### src/include/uva_map.vh
// Timing figures and field layout for the card voltage class activation sequencer
`ifndef UVA_MAP_VH
`define UVA_MAP_VH

// System clock rate
`define UVA_SYS_CLK_HZ        250000000
`define UVA_SYS_CLK_MHZ       250

// Card clock target; must stay within 1 MHz to 5 MHz
`define UVA_CARD_CLK_HZ       4000000
`define UVA_CARD_CLK_MIN_HZ   1000000
`define UVA_CARD_CLK_MAX_HZ   5000000

// Half period of the card clock in system cycles, rounded up so the rate never exceeds the target
`define UVA_CARD_HALF_CYCLES  ((`UVA_SYS_CLK_HZ + 2 * `UVA_CARD_CLK_HZ - 1) / (2 * `UVA_CARD_CLK_HZ))

// Supply settle time after switching a class on, least time
`define UVA_VCC_SETTLE_NS     1000
`define UVA_VCC_SETTLE_CYCLES ((`UVA_VCC_SETTLE_NS * `UVA_SYS_CLK_MHZ + 999) / 1000)

// Time with all contacts off before a new activation, least time
`define UVA_DEACT_NS          1000
`define UVA_DEACT_CYCLES      ((`UVA_DEACT_NS * `UVA_SYS_CLK_MHZ + 999) / 1000)

// Reset low time and answer wait time, counted in card clock periods
`define UVA_RST_LOW_CARDCLK   400
`define UVA_ATR_WAIT_CARDCLK  40000
`define UVA_RST_LOW_CYCLES    (`UVA_RST_LOW_CARDCLK * 2 * `UVA_CARD_HALF_CYCLES)
`define UVA_ATR_WAIT_CYCLES   (`UVA_ATR_WAIT_CARDCLK * 2 * `UVA_CARD_HALF_CYCLES)

// Consecutive corrupted answers tolerated at one class
`define UVA_CORRUPT_LIMIT     3

// Supply class flag positions in the answer byte and in the terminal capability mask
`define UVA_NUM_CLASSES       5
`define UVA_CLASS_A           0
`define UVA_CLASS_B           1
`define UVA_CLASS_C           2
`define UVA_CLASS_D           3
`define UVA_CLASS_E           4

`endif

### src/hdl/uva_sequencer.v
// Card supply class selection and activation sequencer
`default_nettype none
`include "uva_map.vh"

// Notes on behaviour
// - The card clock is made here by dividing the system clock to a rate between 1 and 5 MHz.
// - A class is chosen and its supply switched on and settled before clock or reset moves.
// - A newly presented card is first tried at the lowest voltage class the terminal has.
// - With no answer in time the card is switched off and retried one class higher if available.
// - An answer at the applied class is examined, including its supported class flags.
// - If the card lacks the applied class it is switched off and retried once at a class it reports that the terminal also has.
// - A corrupted answer leads to a retry at the same class until three in a row have failed.
// - After three corrupted answers only the immediately next higher class may be tried.
module uva_sequencer #(
    parameter integer NUM_CLASSES    = `UVA_NUM_CLASSES,
    parameter integer RST_LOW_CYCLES = `UVA_RST_LOW_CYCLES,
    parameter integer ATR_WAIT_CYCLES = `UVA_ATR_WAIT_CYCLES
) (
    input  wire                   CLK_SYS,
    input  wire                   ARST_N,
    input  wire                   CARD_PRESENT,
    input  wire [NUM_CLASSES-1:0] TERM_CLASSES,
    input  wire                   ATR_DONE,
    input  wire                   ATR_CORRUPT,
    input  wire [NUM_CLASSES-1:0] ATR_CLASSES,
    output reg                    CARD_VCC_EN,
    output reg  [NUM_CLASSES-1:0] CARD_CLASS,
    output reg                    CARD_RST_N,
    output reg                    CARD_CLK,
    output reg                    ATR_ARM,
    output reg                    SESSION_READY,
    output reg                    CARD_REJECTED
);

    localparam [2:0] S_IDLE   = 3'h0;
    localparam [2:0] S_POWER  = 3'h1;
    localparam [2:0] S_RESET  = 3'h2;
    localparam [2:0] S_WAIT   = 3'h3;
    localparam [2:0] S_DEACT  = 3'h4;
    localparam [2:0] S_READY  = 3'h5;
    localparam [2:0] S_REJECT = 3'h6;

    localparam [31:0] HALF_CYCLES   = `UVA_CARD_HALF_CYCLES;
    localparam [31:0] SETTLE_CYCLES = `UVA_VCC_SETTLE_CYCLES;
    localparam [31:0] DEACT_CYCLES  = `UVA_DEACT_CYCLES;
    localparam [31:0] RST_CYCLES    = RST_LOW_CYCLES;
    localparam [31:0] WAIT_CYCLES   = ATR_WAIT_CYCLES;
    localparam [31:0] CORRUPT_LIMIT = `UVA_CORRUPT_LIMIT;
    localparam [1:0]  CORRUPT_LAST  = CORRUPT_LIMIT[1:0] - 2'h1;

    reg        present_meta;
    reg        present;
    reg [2:0]  state;
    reg [31:0] timer;
    reg [2:0]  cls;
    reg [1:0]  corrupt_cnt;
    reg        bumped;
    reg        switched;
    reg        reject_pend;
    reg [31:0] div_cnt;

    reg        term_any;
    reg [2:0]  term_low;
    reg        pick_any;
    reg [2:0]  pick_low;
    reg        up_ok;
    reg [2:0]  up_cls;
    integer    i;

    wire timer_done = (timer == 32'h0000_0000);
    wire clk_run    = (state == S_RESET) || (state == S_WAIT) || (state == S_READY);

    // Card presence comes from a switch pin
    always @(posedge CLK_SYS or negedge ARST_N) begin
        if (!ARST_N) begin
            present_meta <= 1'b0;
            present      <= 1'b0;
        end else begin
            present_meta <= CARD_PRESENT;
            present      <= present_meta;
        end
    end

    // Class D and E lie below C in voltage, so a higher index is a lower class voltage
    always @* begin
        term_any = 1'b0;
        term_low = 3'h0;
        pick_any = 1'b0;
        pick_low = 3'h0;
        for (i = 0; i < NUM_CLASSES; i = i + 1) begin
            if (TERM_CLASSES[i]) begin
                term_any = 1'b1;
                term_low = i[2:0];
            end
            if (TERM_CLASSES[i] && ATR_CLASSES[i]) begin
                pick_any = 1'b1;
                pick_low = i[2:0];
            end
        end
        up_cls = cls - 3'h1;
        up_ok  = (cls != 3'h0) && TERM_CLASSES[up_cls];
    end

    always @(posedge CLK_SYS or negedge ARST_N) begin
        if (!ARST_N) begin
            state       <= S_IDLE;
            timer       <= 32'h0000_0000;
            cls         <= 3'h0;
            corrupt_cnt <= 2'h0;
            bumped      <= 1'b0;
            switched    <= 1'b0;
            reject_pend <= 1'b0;
        end else if (!present) begin
            state       <= S_IDLE;
            timer       <= 32'h0000_0000;
            reject_pend <= 1'b0;
        end else begin
            if (!timer_done) begin
                timer <= timer - 32'h0000_0001;
            end
            case (state)
                S_IDLE: begin
                    cls         <= term_low;
                    corrupt_cnt <= 2'h0;
                    bumped      <= 1'b0;
                    switched    <= 1'b0;
                    if (term_any) begin
                        state <= S_POWER;
                        timer <= SETTLE_CYCLES;
                    end else begin
                        state <= S_REJECT;
                    end
                end
                S_POWER: begin
                    // Clock and reset stay idle until the supply has settled
                    if (timer_done) begin
                        state <= S_RESET;
                        timer <= RST_CYCLES;
                    end
                end
                S_RESET: begin
                    if (timer_done) begin
                        state <= S_WAIT;
                        timer <= WAIT_CYCLES;
                    end
                end
                S_WAIT: begin
                    if (ATR_DONE && !ATR_CORRUPT) begin
                        if (ATR_CLASSES[cls]) begin
                            state <= S_READY;
                        end else begin
                            // Only one switch to a reported class, so a contradictory card ends
                            state <= S_DEACT;
                            timer <= DEACT_CYCLES;
                            if (pick_any && !switched) begin
                                cls         <= pick_low;
                                switched    <= 1'b1;
                                corrupt_cnt <= 2'h0;
                            end else begin
                                reject_pend <= 1'b1;
                            end
                        end
                    end else if (ATR_DONE) begin
                        state <= S_DEACT;
                        timer <= DEACT_CYCLES;
                        if (corrupt_cnt != CORRUPT_LAST) begin
                            corrupt_cnt <= corrupt_cnt + 2'h1;
                        end else if (up_ok && !bumped) begin
                            cls         <= up_cls;
                            bumped      <= 1'b1;
                            corrupt_cnt <= 2'h0;
                        end else begin
                            reject_pend <= 1'b1;
                        end
                    end else if (timer_done) begin
                        state <= S_DEACT;
                        timer <= DEACT_CYCLES;
                        if (up_ok) begin
                            cls         <= up_cls;
                            corrupt_cnt <= 2'h0;
                        end else begin
                            reject_pend <= 1'b1;
                        end
                    end
                end
                S_DEACT: begin
                    if (timer_done) begin
                        if (reject_pend) begin
                            state <= S_REJECT;
                        end else begin
                            state <= S_POWER;
                            timer <= SETTLE_CYCLES;
                        end
                    end
                end
                S_READY: begin
                    state <= S_READY;
                end
                S_REJECT: begin
                    state <= S_REJECT;
                end
                default: begin
                    state <= S_IDLE;
                end
            endcase
        end
    end

    // Contact drive follows the state one cycle later, all from flops
    always @(posedge CLK_SYS or negedge ARST_N) begin
        if (!ARST_N) begin
            CARD_VCC_EN   <= 1'b0;
            CARD_CLASS    <= {NUM_CLASSES{1'b0}};
            CARD_RST_N    <= 1'b0;
            ATR_ARM       <= 1'b0;
            SESSION_READY <= 1'b0;
            CARD_REJECTED <= 1'b0;
        end else begin
            CARD_VCC_EN   <= (state == S_POWER) || clk_run;
            CARD_CLASS    <= ((state == S_POWER) || clk_run) ?
                             ({{(NUM_CLASSES-1){1'b0}}, 1'b1} << cls) : {NUM_CLASSES{1'b0}};
            CARD_RST_N    <= (state == S_WAIT) || (state == S_READY);
            ATR_ARM       <= (state == S_WAIT);
            SESSION_READY <= (state == S_READY);
            CARD_REJECTED <= (state == S_REJECT);
        end
    end

    // The terminal always sources the card clock; it stops low while the card is off
    always @(posedge CLK_SYS or negedge ARST_N) begin
        if (!ARST_N) begin
            div_cnt  <= 32'h0000_0000;
            CARD_CLK <= 1'b0;
        end else if (!clk_run) begin
            div_cnt  <= 32'h0000_0000;
            CARD_CLK <= 1'b0;
        end else if (div_cnt == HALF_CYCLES - 32'h0000_0001) begin
            div_cnt  <= 32'h0000_0000;
            CARD_CLK <= ~CARD_CLK;
        end else begin
            div_cnt  <= div_cnt + 32'h0000_0001;
        end
    end

endmodule // uva_sequencer
`default_nettype wire

### config.mk
export PLATFORM = sky130hd
export DESIGN_NAME = uva_sequencer
export DESIGN_NICKNAME = d
export VERILOG_FILES = /design/src/hdl/uva_sequencer.v
export VERILOG_INCLUDE_DIRS = /design/src /design/src/include
export SDC_FILE = /design/constraint.sdc
export NUM_CORES = 1
export LEC_CHECK = 0
export BUFFER_PORTS_ARGS = -buffer_cell sky130_fd_sc_hd__clkbuf_2
export CORE_MARGIN = 3
export CORE_UTILIZATION = 50
export CTS_CLUSTER_DIAMETER = 30
export DETAILED_ROUTE_END_ITERATION = 6
export PLACE_DENSITY_LB_ADDON = 0.05
export SLEW_MARGIN = 10
export SYNTH_ARGS = -nofsm -noshare
export SYNTH_HDL_FRONTEND = slang
export SYNTH_SLANG_ARGS = --single-unit
### constraint.sdc
create_clock -name CLK_SYS -period 7.1 [get_ports CLK_SYS]
set_input_delay 1.42 -clock CLK_SYS [delete_from_list [all_inputs] [get_ports CLK_SYS]]
set_output_delay 1.42 -clock CLK_SYS [all_outputs]
set_load 0.05 [all_outputs]
==> metrics.md, run 1 <==
| Metric | Value |
|---|---|
| CP Class | flop to flop |
| Io pins | 26 |
| Period Utilization, post-route | 0.471 |
| Post-CTS Hold Buffers | 0 |
| Max Slew Vio Count | 0 |
| Area share of and/or/nand/nor cells after synthesis | 0.263 |
| IO Port Bufs | 25 |
| # rows | 35 |
| CTS sink count | 88 |
| DRC viols | 0 |
| Max-Cap Viols | 0 |
| Htree depth | 3 |
| Worst-Skew Late Latency | 350 ps |
| Crit. End Element | flop |
| Tightest Pin Transition | a little over 900 ps |
| Antenna cells | 0 |
| PwrDens | 330 nW/um^2 |
| Mapped Avg Cell Area | between 9 and 10 um^2 |
| Post-CTS Resized | 0 |
| Worst setup endpoint | timer[31]$_DFF_PN0_ |
| Synth warn | 0 |
| RSZ-0062 raised after global routing | no |
| Leak pwr | roughly 2.3 nW |
| Required time of the critical path | 7310 ps |
| Root buf cell | clkbuf_8 |
| Critical path fanouts, max | 16 |
| Die Ht | 104 um |
| Initial Util | 0.518 |
| Worst hold-check path type | flop to flop |
| Vias in the first global route | ~3,700 |
| Drt wl/cell | roughly 15 um |
| Initial antenna violation count | 0 |
| Post-synthesis cell type count | 65 |
| Largest family of logic cells by synthesized area | simple AND/OR/NAND/NOR gates |
| Congestion Overflow GR | 0 |
| Setup bufs post-CTS | 0 |
| Ys flop type | dfrtp_1 |
| Global-route wire length before repair | ~18,000 um |
| Crit path launch | timer[15]$_DFF_PN0_ |
| Max IR drop VDD | around 0.19 mV |
| Drt pass-1 iters | 6 |
| Largest net degree at the start of global routing | between 60 and 70 |
| Final Hold Fails | 0 |
| Die X | 104 um |
| Total chip power | approximately 0.0017 W |
| Final Skew | approximately 13 ps |
| Cts bufs inserted | 9 |
| Max Fclk | between 200 and 300 MHz |
| Sequential element share of the synthesized area | 0.455 |
| Drt total wl | 10,200 um |
| Critical path data arrival time | 3560 ps |
| Iter 0 DRT Violations | between 150 and 200 |
| Endpoints failing setup | 0 |
| Via density | ~5.7 |
| Final Core Density | 0.560 |
| Layout area overhead | 8.05% |
| Synthesized instance count | 521 |
| R2r startpoint | timer[15]$_DFF_PN0_ |
| Synth Area in Compound Gates | 0.109 |
| Top cell type by total area after synthesis | dfrtp_1 |
| Synthesized flop and latch total | 88 |
| Max-slew headroom | 0.384 |
| Most common cell in the synthesized netlist | dfrtp_1 |
| Synthesized cell area | 4840 um^2 |
| GP Congestion | 0.888 |
| Synth cell count leaders | 88 x dfrtp_1, 80 x nor2_1, 40 x xor2_1 |
| CTS tree | done |
| Max Root-Sink Buffers | 2 |
| Path depth of the worst reg2reg path | 9 |
| Post-synthesis xor/xnor area fraction | 0.107 |
| Post-layout min period | about 3300 ps |
| Status | finished, final reports clean |
| Largest cells by area after synthesis | dfrtp_1 46%, xor2_1 7.2%, nor2_1 6.2% |
| R2r setup slk | ~3800 ps |
| Clock-pin slew on the worst setup and hold paths | 90 ps |
| Net Count, Synth | 545 |
| Routed Antenna Nets | 0 |
| Layout cell share with drive strength beyond 1 | 0.106 |
| Global Route Usage Sum | 0.200 |
| Number of synthesized flops with an enable pin | 0 |
| Number of filler cells placed in the layout | 840 |
| Mux cell area share after synthesis | 0.0111 |
| Synth top area share | 0.455 |
| Placeable Area | 9330 um^2 |
| Worst r2r dst | timer[31]$_DFF_PN0_ |
| Setup TNS | 0 ps |
| HPWL Detailed | 7120 um |
| Async SR Flop Fraction | 1.00 |
| Worst hold margin | 353 ps |
| DR vias | a little under 4,000 |
| Fin nets | approximately 560 |
| Critical path launch point type | flop |
| Synth Area in Adders | 0.0233 |
| Die area | about 11,000 um^2 |
## worst max-delay path: stages (launching register included)
cell and delay, ps:
dfrtp_1 400, or4_1 630, or3_4 420, nor4bb_2 440
buf_4 270, inv_2 130, o31ai_2 220, nand3_2 160
o21ai_4 430, nor2_1 100
## flip-flops by register name, summed over array words and instances (netlist names)
| name | flops |
|---|---|
| div_cnt | 32 |
| CARD_VCC_EN | 1 |
| SESSION_READY | 1 |
| CARD_CLK | 1 |
| present | 1 |
| switched | 1 |
| CARD_RST_N | 1 |
| corrupt_cnt | 2 |
| reject_pend | 1 |
| present_meta | 1 |
| state | 3 |
| timer | 32 |
| cls | 3 |
| CARD_CLASS | 5 |
| ATR_ARM | 1 |
| CARD_REJECTED | 1 |
| bumped | 1 |
## worst min path at each step
stage	to	slack (ps)	depth (start not counted)	startpoint
global route	present$_DFF_PN0_	360	0	present_meta$_DFF_PN0_
global placement	present$_DFF_PN0_	340	0	present_meta$_DFF_PN0_
detailed placement	present$_DFF_PN0_	340	0	present_meta$_DFF_PN0_
CTS	present$_DFF_PN0_	360	0	present_meta$_DFF_PN0_
finish	present$_DFF_PN0_	350	0	present_meta$_DFF_PN0_
floorplan	present$_DFF_PN0_	330	0	present_meta$_DFF_PN0_
## cell type report
class / count / area (um^2) / area share
clock buffer: 14 / 153 / 0.0292
inverter: 15 / 56.3 / 0.0108
multi-input combinational: 398 / 2490 / 0.476
timing repair buffer: 28 / 150 / 0.0287
clock inverter: 2 / 15.0 / 0.00287
tap: 129 / 161 / 0.0309
sequential: 88 / 2200 / 0.421
## where the power goes
group | switching (W) | leakage [nW] | internal, W
Combinational | 0.000474 | 0.983 | 0.000275
Sequential | 0.0000966 | 1.20 | 0.000571
Clock | 0.000173 | 0.0769 | 0.000138
Total | 0.000743 | 2.26 | 0.000983
## cells in the final DEF, fill, tap and decap left out, types with 12 or more instances in the layout
cell type / count
and3_1: 12
nor2_1: 80
xnor2_1: 19
a21oi_1: 23
inv_1: 14
nand4_1: 14
dfrtp_1: 88
nor3_1: 13
nor4_1: 14
xor2_1: 40
nand2_1: 39
clkbuf_2: 24
nand3_1: 21
o21ai_0: 17
## per-layer routing
layer / vias to the layer above / global-route usage / part of all wire
met4: 0 / 0.0560 / 0.012
met3: 11 / 0.0341 / 0.042
met2: 95 / 0.316 / 0.46
met1: 1878 / 0.282 / 0.48
met5: - / 0 / 0
li1: 1868 / - / -
## metrics by stage
stage	area, um^2	std cells	worst slack [ps]
global placement	5060	658	3820
CTS	5230	674	3740
floorplan	4840	521	4150
detailed placement	5060	658	3760
global route	5230	674	3470
finish	5230	674	3760
## logic make-up after synthesis
kind of cell | count (synthesis)
AO/OA/AOI/OAI | 79
flip-flops | 88
AND/OR/NAND/NOR | 247
adder cells (fa/ha/maj) | 9
buffers and inverters | 35
XOR/XNOR | 59
multiplexers | 4
Note: power is estimated with default switching activity, not from simulation.
==> inputs of run 2 (changes only) <==
--- a/config.mk
+++ b/config.mk
@@ -6,6 +6,7 @@
 export SDC_FILE = /design/constraint.sdc
 export NUM_CORES = 1
 export LEC_CHECK = 0
+export ABC_AREA = 1
 export BUFFER_PORTS_ARGS = -buffer_cell sky130_fd_sc_hd__clkbuf_2
 export CORE_MARGIN = 3
 export CORE_UTILIZATION = 50
==> constraint.sdc (replaced) <==
create_clock -name CLK_SYS -period 2.8 [get_ports CLK_SYS]
set_input_delay 0.56 -clock CLK_SYS [delete_from_list [all_inputs] [get_ports CLK_SYS]]
set_output_delay 0.56 -clock CLK_SYS [all_outputs]
set_load 0.05 [all_outputs]
==> run 2 against run 1 <==
Via count up 36%. Global-route usage grew 4.4 points. First-iteration DRC count up 73%. Largest cell class unchanged. Largest power group unchanged.
==> metrics.md, run 2 <==
| Metric | Value |
|---|---|
| Status | finished, final reports clean |
| Most common cell in the synthesized netlist | nand2_1 |
| Congestion Overflow GR | 0 |
| Max IR drop VDD | 0.499 mV |
| Final Skew | 7.65 ps |
| Leak pwr | 3.00 nW |
| Max Slew Vio Count | 0 |
| Worst r2r dst | cls[1]$_DFFE_PN0P_ |
| Drt wl/cell | 15.0 um |
| Synth cell count leaders | 178 x nand2_1, 148 x nor2_1, 88 x dfrtp_1 |
| Final Hold Fails | 0 |
| Iter 0 DRT Violations | around 340 |
| Drt total wl | between 10,000 and 15,000 um |
| Slowest stage delay, CP | 550 ps |
| Required time of the critical path | 3030 ps |
| HPWL Detailed | 11,200 um |
| Global Route Usage Sum | 0.244 |
| Critical path data arrival time | between 2000 and 3000 ps |
| Clock-pin slew on the worst setup and hold paths | approximately 60 ps |
| R2r startpoint | cls[0]$_DFFE_PN0P_ |
| Number of synthesized flops with an enable pin | 0 |
| Drt pass-1 iters | 5 |
| Endpoints failing setup | 0 |
| DRC viols | 0 |
| Antenna cells | 0 |
| Tightest Pin Transition | between 800 and 900 ps |
| Critical path fanouts, max | 12 |
| Post-layout min period | about 2300 ps |
| Synthesized instance count | 793 |
| Cell Chain, Critical Path | inv_1 -> ha_1 -> nand3_1 -> a21oi_1 -> nand2_1 -> o21ai_4 -> nand3_1 -> nand2_1 -> nand2_1 |
| Cts bufs inserted | 9 |
| Routed Antenna Nets | 0 |
| Synth top area share | 0.386 |
| Initial antenna violation count | 0 |
| Die X | 113 um |
| Most frequent cells in the layout | 178 x nand2_1, 148 x nor2_1, 88 x dfrtp_1 |
| DR vias | 5,244 |
| Vias in the first global route | roughly 5,300 |
| Largest cells by area after synthesis | dfrtp_1 39%, nand2_1 12%, nor2_1 9.7% |
| Top cell by count, worst path | nand2_1 |
| Post-Place Worst Slack | approximately 540 ps |
| Setup bufs post-CTS | 0 |
| Synthesized flop and latch total | 88 |
| Synthesized cell area | 5710 um^2 |
| Commonest non-fill, non-tap cell in the layout | nand2_1 |
| CTS tree | done |
| Number of filler cells placed in the layout | 1,022 |
| # rows | 38 |
| Global-route wire length before repair | 25,100 um |
| Placeable Area | 11,000 um^2 |
| CP max-delay cell | dfrtp_1 |
| Htree depth | 3 |
| Path depth of the worst reg2reg path | 9 |
| Layout area overhead | 9.70% |
| Initial Util | 0.520 |
| Max-slew headroom | 0.412 |
| Largest net degree at the start of global routing | 46 |
| Sequential element share of the synthesized area | 0.386 |
| RSZ-0062 raised after global routing | no |
| Max Root-Sink Buffers | 2 |
| Layout cell share with drive strength beyond 1 | 0.113 |
| Async SR Flop Fraction | 1.00 |
| Post-CTS Resized | 0 |
| Net Count, Synth | 817 |
| CP Class | flop to flop |
| IO Port Bufs | 25 |
| Worst-Skew Late Latency | roughly 350 ps |
| Top cell type by total area after synthesis | dfrtp_1 |
| Die Ht | between 100 and 150 um |
| Crit. End Element | flop |
| PwrDens | 932 nW/um^2 |
| Worst hold-check path type | input port to asynchronous set/reset pin |
| Max Fclk | 434 MHz |
| Setup TNS | 0 ps |
| Post-synthesis cell type count | 45 |
| Period Utilization, post-route | 0.823 |
| Post-CTS Hold Buffers | 0 |
| GP Congestion | 0.896 |
| Synth warn | 0 |
| Die area | 12,700 um^2 |
| Fin nets | between 800 and 900 |
| R2r setup slk | 500 ps |
| Mapped Avg Cell Area | 7.20 um^2 |
| Largest regs | div_cnt (32), timer (32), CARD_CLASS (5) |
| CTS sink count | 88 |
| Final Core Density | 0.571 |
| Worst Slack Setup Final | 496 ps |
| Max-Cap Viols | 0 |
| Io pins | 26 |
| Root buf cell | clkbuf_16 |
| Ys flop type | dfrtp_1 |
| Via density | 5.43 |
| Critical path launch point type | flop |
run 2: worst max-delay path, delay by kind of cell, from the launching register on:
kind | cells | cell delay, ps
buf+inv | 1 | 200
simple gates | 5 | 550
flops | 1 | 550
fa+ha+maj | 1 | 380
compound gates | 2 | 520
run 2: final cells by class:
| class | instances | area, um^2 | area share |
|---|---|---|---|
| Inverter | 85 | 319 | 0.0509 |
| Multi-Input combinational cell | 607 | 3110 | 0.496 |
| Clock buffer | 10 | 239 | 0.0381 |
| Sequential cell | 88 | 2200 | 0.351 |
| Timing Repair Buffer | 29 | 158 | 0.0252 |
| Clock inverter | 6 | 66.3 | 0.0106 |
| Tap cell | 140 | 175 | 0.0280 |
run 2: power breakdown:
part | total [W] | internal [W] | switching [W] | leakage [nW]
combinational | 0.00294 | 0.000911 | 0.00202 | 1.66
sequential | 0.00168 | 0.00147 | 0.000212 | 1.20
clock | 0.00123 | 0.000716 | 0.000510 | 0.141
run 2: worst max-delay path by stage:
| stage | to | depth (start not counted) | startpoint |
|---|---|---|---|
| 2_1_floorplan | cls[2]$_DFFE_PN0P_ | 10 | cls[0]$_DFFE_PN0P_ |
| 3_3_place_gp | cls[0]$_DFFE_PN0P_ | 9 | cls[0]$_DFFE_PN0P_ |
| 3_5_place_dp | cls[1]$_DFFE_PN0P_ | 9 | cls[0]$_DFFE_PN0P_ |
| 4_1_cts | cls[1]$_DFFE_PN0P_ | 9 | cls[0]$_DFFE_PN0P_ |
| 5_1_grt | cls[1]$_DFFE_PN0P_ | 9 | cls[0]$_DFFE_PN0P_ |
| 6_report | cls[1]$_DFFE_PN0P_ | 9 | cls[0]$_DFFE_PN0P_ |
run 2: cells by family (layout without fill, tap and decap cells):
| kind of cell | after synthesis | in the layout | synth area share |
|---|---|---|---|
| buffers and inverters | 98 | 130 | 0.0705 |
| and+or+nand+nor | 498 | 498 | 0.397 |
| AOI/OAI and AO/OA | 54 | 54 | 0.0563 |
| DFF | 88 | 88 | 0.386 |
| xor gates and xnor gates | 46 | 46 | 0.0705 |
| adders and majority gates | 9 | 9 | 0.0197 |
run 2: layer usage:
metal / vias to the layer above / GRT usage / wire length [um]
li1: 2621 / - / -
met1: 2450 / 0.308 / 6300
met2: 140 / 0.405 / 6920
met3: 33 / 0.0487 / 719
met4: 0 / 0.110 / 506
met5: - / 0 / 0
run 2: through the flow:
stage / cells / total power [W] / area (um^2) / hold slack (ps)
6_report: 965 / 0.00584 / 6270 / 209
5_1_grt: 965 / 0.00635 / 6270 / 243
4_1_cts: 965 / 0.00585 / 6270 / 239
3_5_place_dp: 949 / 0.00460 / 5960 / 336
3_3_place_gp: 949 / 0.00456 / 5960 / 340
2_1_floorplan: 793 / 0.00398 / 5710 / 264
==> inputs of run 3 (changes only) <==
==> constraint.sdc (replaced) <==
create_clock -name CLK_SYS -period 1.9 [get_ports CLK_SYS]
set_input_delay 0.38 -clock CLK_SYS [delete_from_list [all_inputs] [get_ports CLK_SYS]]
set_output_delay 0.38 -clock CLK_SYS [all_outputs]
set_load 0.05 [all_outputs]
==> run 3 against run 2 <==
The run now ends with negative hold slack left. Critical path depth rose by 2. Count of clock-buffer cells in the layout did not move. Design area rose by 13%. Utilization rose by 7.5 points. Via count rose by 6.5%. Maximum frequency rose by 25%. Final cell count rose by 7.5%. Setup slack got worse by 440 ps. Combinational power rose by 89%. Largest cell class unchanged.
==> metrics.md, run 3 (synthesis results as in run 2) <==
| Metric | Value |
|---|---|
| M1 wire length | 6720 um |
| Max-Cap Viols | 0 |
| Final Core Density | 0.646 |
| Largest regs | div_cnt (32), timer (32), CARD_CLASS (5) |
| Post-CTS Hold Buffers | 0 |
| DRC viols | 0 |
| Critical path fanouts, max | 5 |
| Final Instance Count excl. Fillers | 1,037 |
| Met2 wire len | 8080 um |
| Congestion Overflow GR | 0 |
| Fin nets | 916 |
| Routed Antenna Nets | 0 |
| Die Ht | between 100 and 150 um |
| Largest delay share family, worst path | simple AND/OR/NAND/NOR gates |
| GP Congestion | 0.944 |
| Max-slew headroom | 0.655 |
| Metal3 WL | 579 um |
| Clock-pin slew on the worst setup and hold paths | 70 ps |
| Max Fclk | 542 MHz |
| Root buf cell | clkbuf_16 |
| Die X | 113 um |
| RSZ-0062 raised after global routing | yes |
| Initial Util | 0.520 |
| Critical path data arrival time | 2080 ps |
| Cts bufs inserted | 9 |
| Top cell by count, worst path | nor2_4 |
| Setup TNS | 0 ps |
| Slowest stage delay, CP | 450 ps |
| Final Hold Fails | 2 |
| Placeable Area | 11,000 um^2 |
| CTS tree | done |
| Iter 0 DRT Violations | 402 |
| CP Class | flop to flop |
| Drt wl/cell | 15.3 um |
| IO Port Bufs | 25 |
| PwrDens | about 1400 nW/um^2 |
| Number of cells after detailed placement | 1,008 |
| Total chip power | 0.00985 W |
| Drt pass-1 iters | 5 |
| Tightest Pin Transition | 518 ps |
| Required time of the critical path | 2140 ps |
| Cell Chain, Critical Path | nor2_4 -> nand2_2 -> nor2_4 -> nand2_2 -> nor2_4 -> buf_6 -> nand2_4 -> o21ai_4 -> nand3_2 -> nand2_1 -> o21ai_1 |
| Worst r2r dst | corrupt_cnt[0]$_DFFE_PN0P_ |
| Max Slew Vio Count | 0 |
| Commonest non-fill, non-tap cell in the layout | nand2_1 |
| Drt total wl | 15,900 um |
| Die area | 12,700 um^2 |
| Period Utilization, post-route | 0.971 |
| Uppermost layer routed | met4 |
| Critical path buffer and inverter count | 1 |
| Final Skew | 5.86 ps |
| Max Root-Sink Buffers | 2 |
| Status | finished with violations |
| Htree depth | 3 |
| Path depth of the worst reg2reg path | 11 |
| Largest net degree at the start of global routing | 35 |
| CTS sink count | 88 |
| Critical path launch point type | flop |
| Worst hold-check path type | input port to asynchronous set/reset pin |
| Global-route wire length before repair | 26,500 um |
| Global Route Usage Sum | 0.258 |
| DR vias | 5,587 |
| Failing checks | negative hold slack |
| Layout cell share with drive strength beyond 1 | 0.245 |
| CP max-delay cell | dfrtp_2 |
| Via density | roughly 5.4 |
| Endpoints failing setup | 0 |
| Leak pwr | 3.44 nW |
| Io pins | 26 |
| Layout area overhead | 24.2% |
| HPWL Detailed | 12,200 um |
| R2r startpoint | timer[8]$_DFF_PN0_ |
| Vias in the first global route | approximately 5,600 |
| Most frequent cells in the layout | 170 x nand2_1, 123 x nor2_1, 84 x dfrtp_1 |
| Initial antenna violation count | 0 |
| Post-layout min period | between 1500 and 2000 ps |
| Worst hold margin | -0.814 ps |
| Max IR drop VDD | between 0.7 and 0.8 mV |
| R2r setup slk | 60 ps |
| Worst-Skew Late Latency | 350 ps |
| # rows | 38 |
| Crit. End Element | flop |
| Antenna cells | 0 |
run 3: how the worst max path moves through the flow:
stage,start,endpoint,slack [ps],cells past startpoint
detailed placement,cls[0]$_DFFE_PN0P_,cls[2]$_DFFE_PN0P_,-50,9
global route,timer[10]$_DFF_PN0_,corrupt_cnt[0]$_DFFE_PN0P_,-70,11
CTS,timer[1]$_DFF_PN0_,cls[2]$_DFFE_PN0P_,7,12
floorplan,cls[0]$_DFFE_PN0P_,cls[2]$_DFFE_PN0P_,20,10
finish,timer[8]$_DFF_PN0_,corrupt_cnt[0]$_DFFE_PN0P_,60,11
global placement,timer[8]$_DFF_PN0_,timer[14]$_DFF_PN0_,-10,11
run 3: metrics by stage:
step / instance area (um^2) / setup slack [ps]
after global placement: 6440 / -10.5
final: 7090 / 55.3
after floorplan: 5710 / 16.3
after global routing: 7090 / -72.2
after detailed placement: 6440 / -45.6
after CTS: 6790 / 6.72
run 3: cell type report:
class	instances	area (um^2)
clock buffers	10	239
clock inverters	6	66.3
fillers	959	3890
inverters	85	322
multi-input cells	607	3340
flip-flops and latches	88	2210
well taps	140	175
repair buffers	101	743
run 3: timing repair:
| action | in CTS | in global routing |
|---|---|---|
| setup buffers | 2 | 11 |
| resized for setup | 7 | 72 |
| pin swaps | 2 | 16 |
| endpoints found under the setup margin | 11 | 53 |
run 3: power breakdown:
group | internal (W) | total (W) | switching, W
clock network | 0.00106 | 0.00185 | 0.000786
registers | 0.00217 | 0.00244 | 0.000269
logic | 0.00211 | 0.00556 | 0.00345
total | 0.00534 | 0.00985 | 0.00451
run 3: routing by layer:
metal	up-vias	global-route usage
met5	-	0
li1	2782	-
met1	2619	0.318
met3	34	0.0353
met4	0	0.119
met2	152	0.447
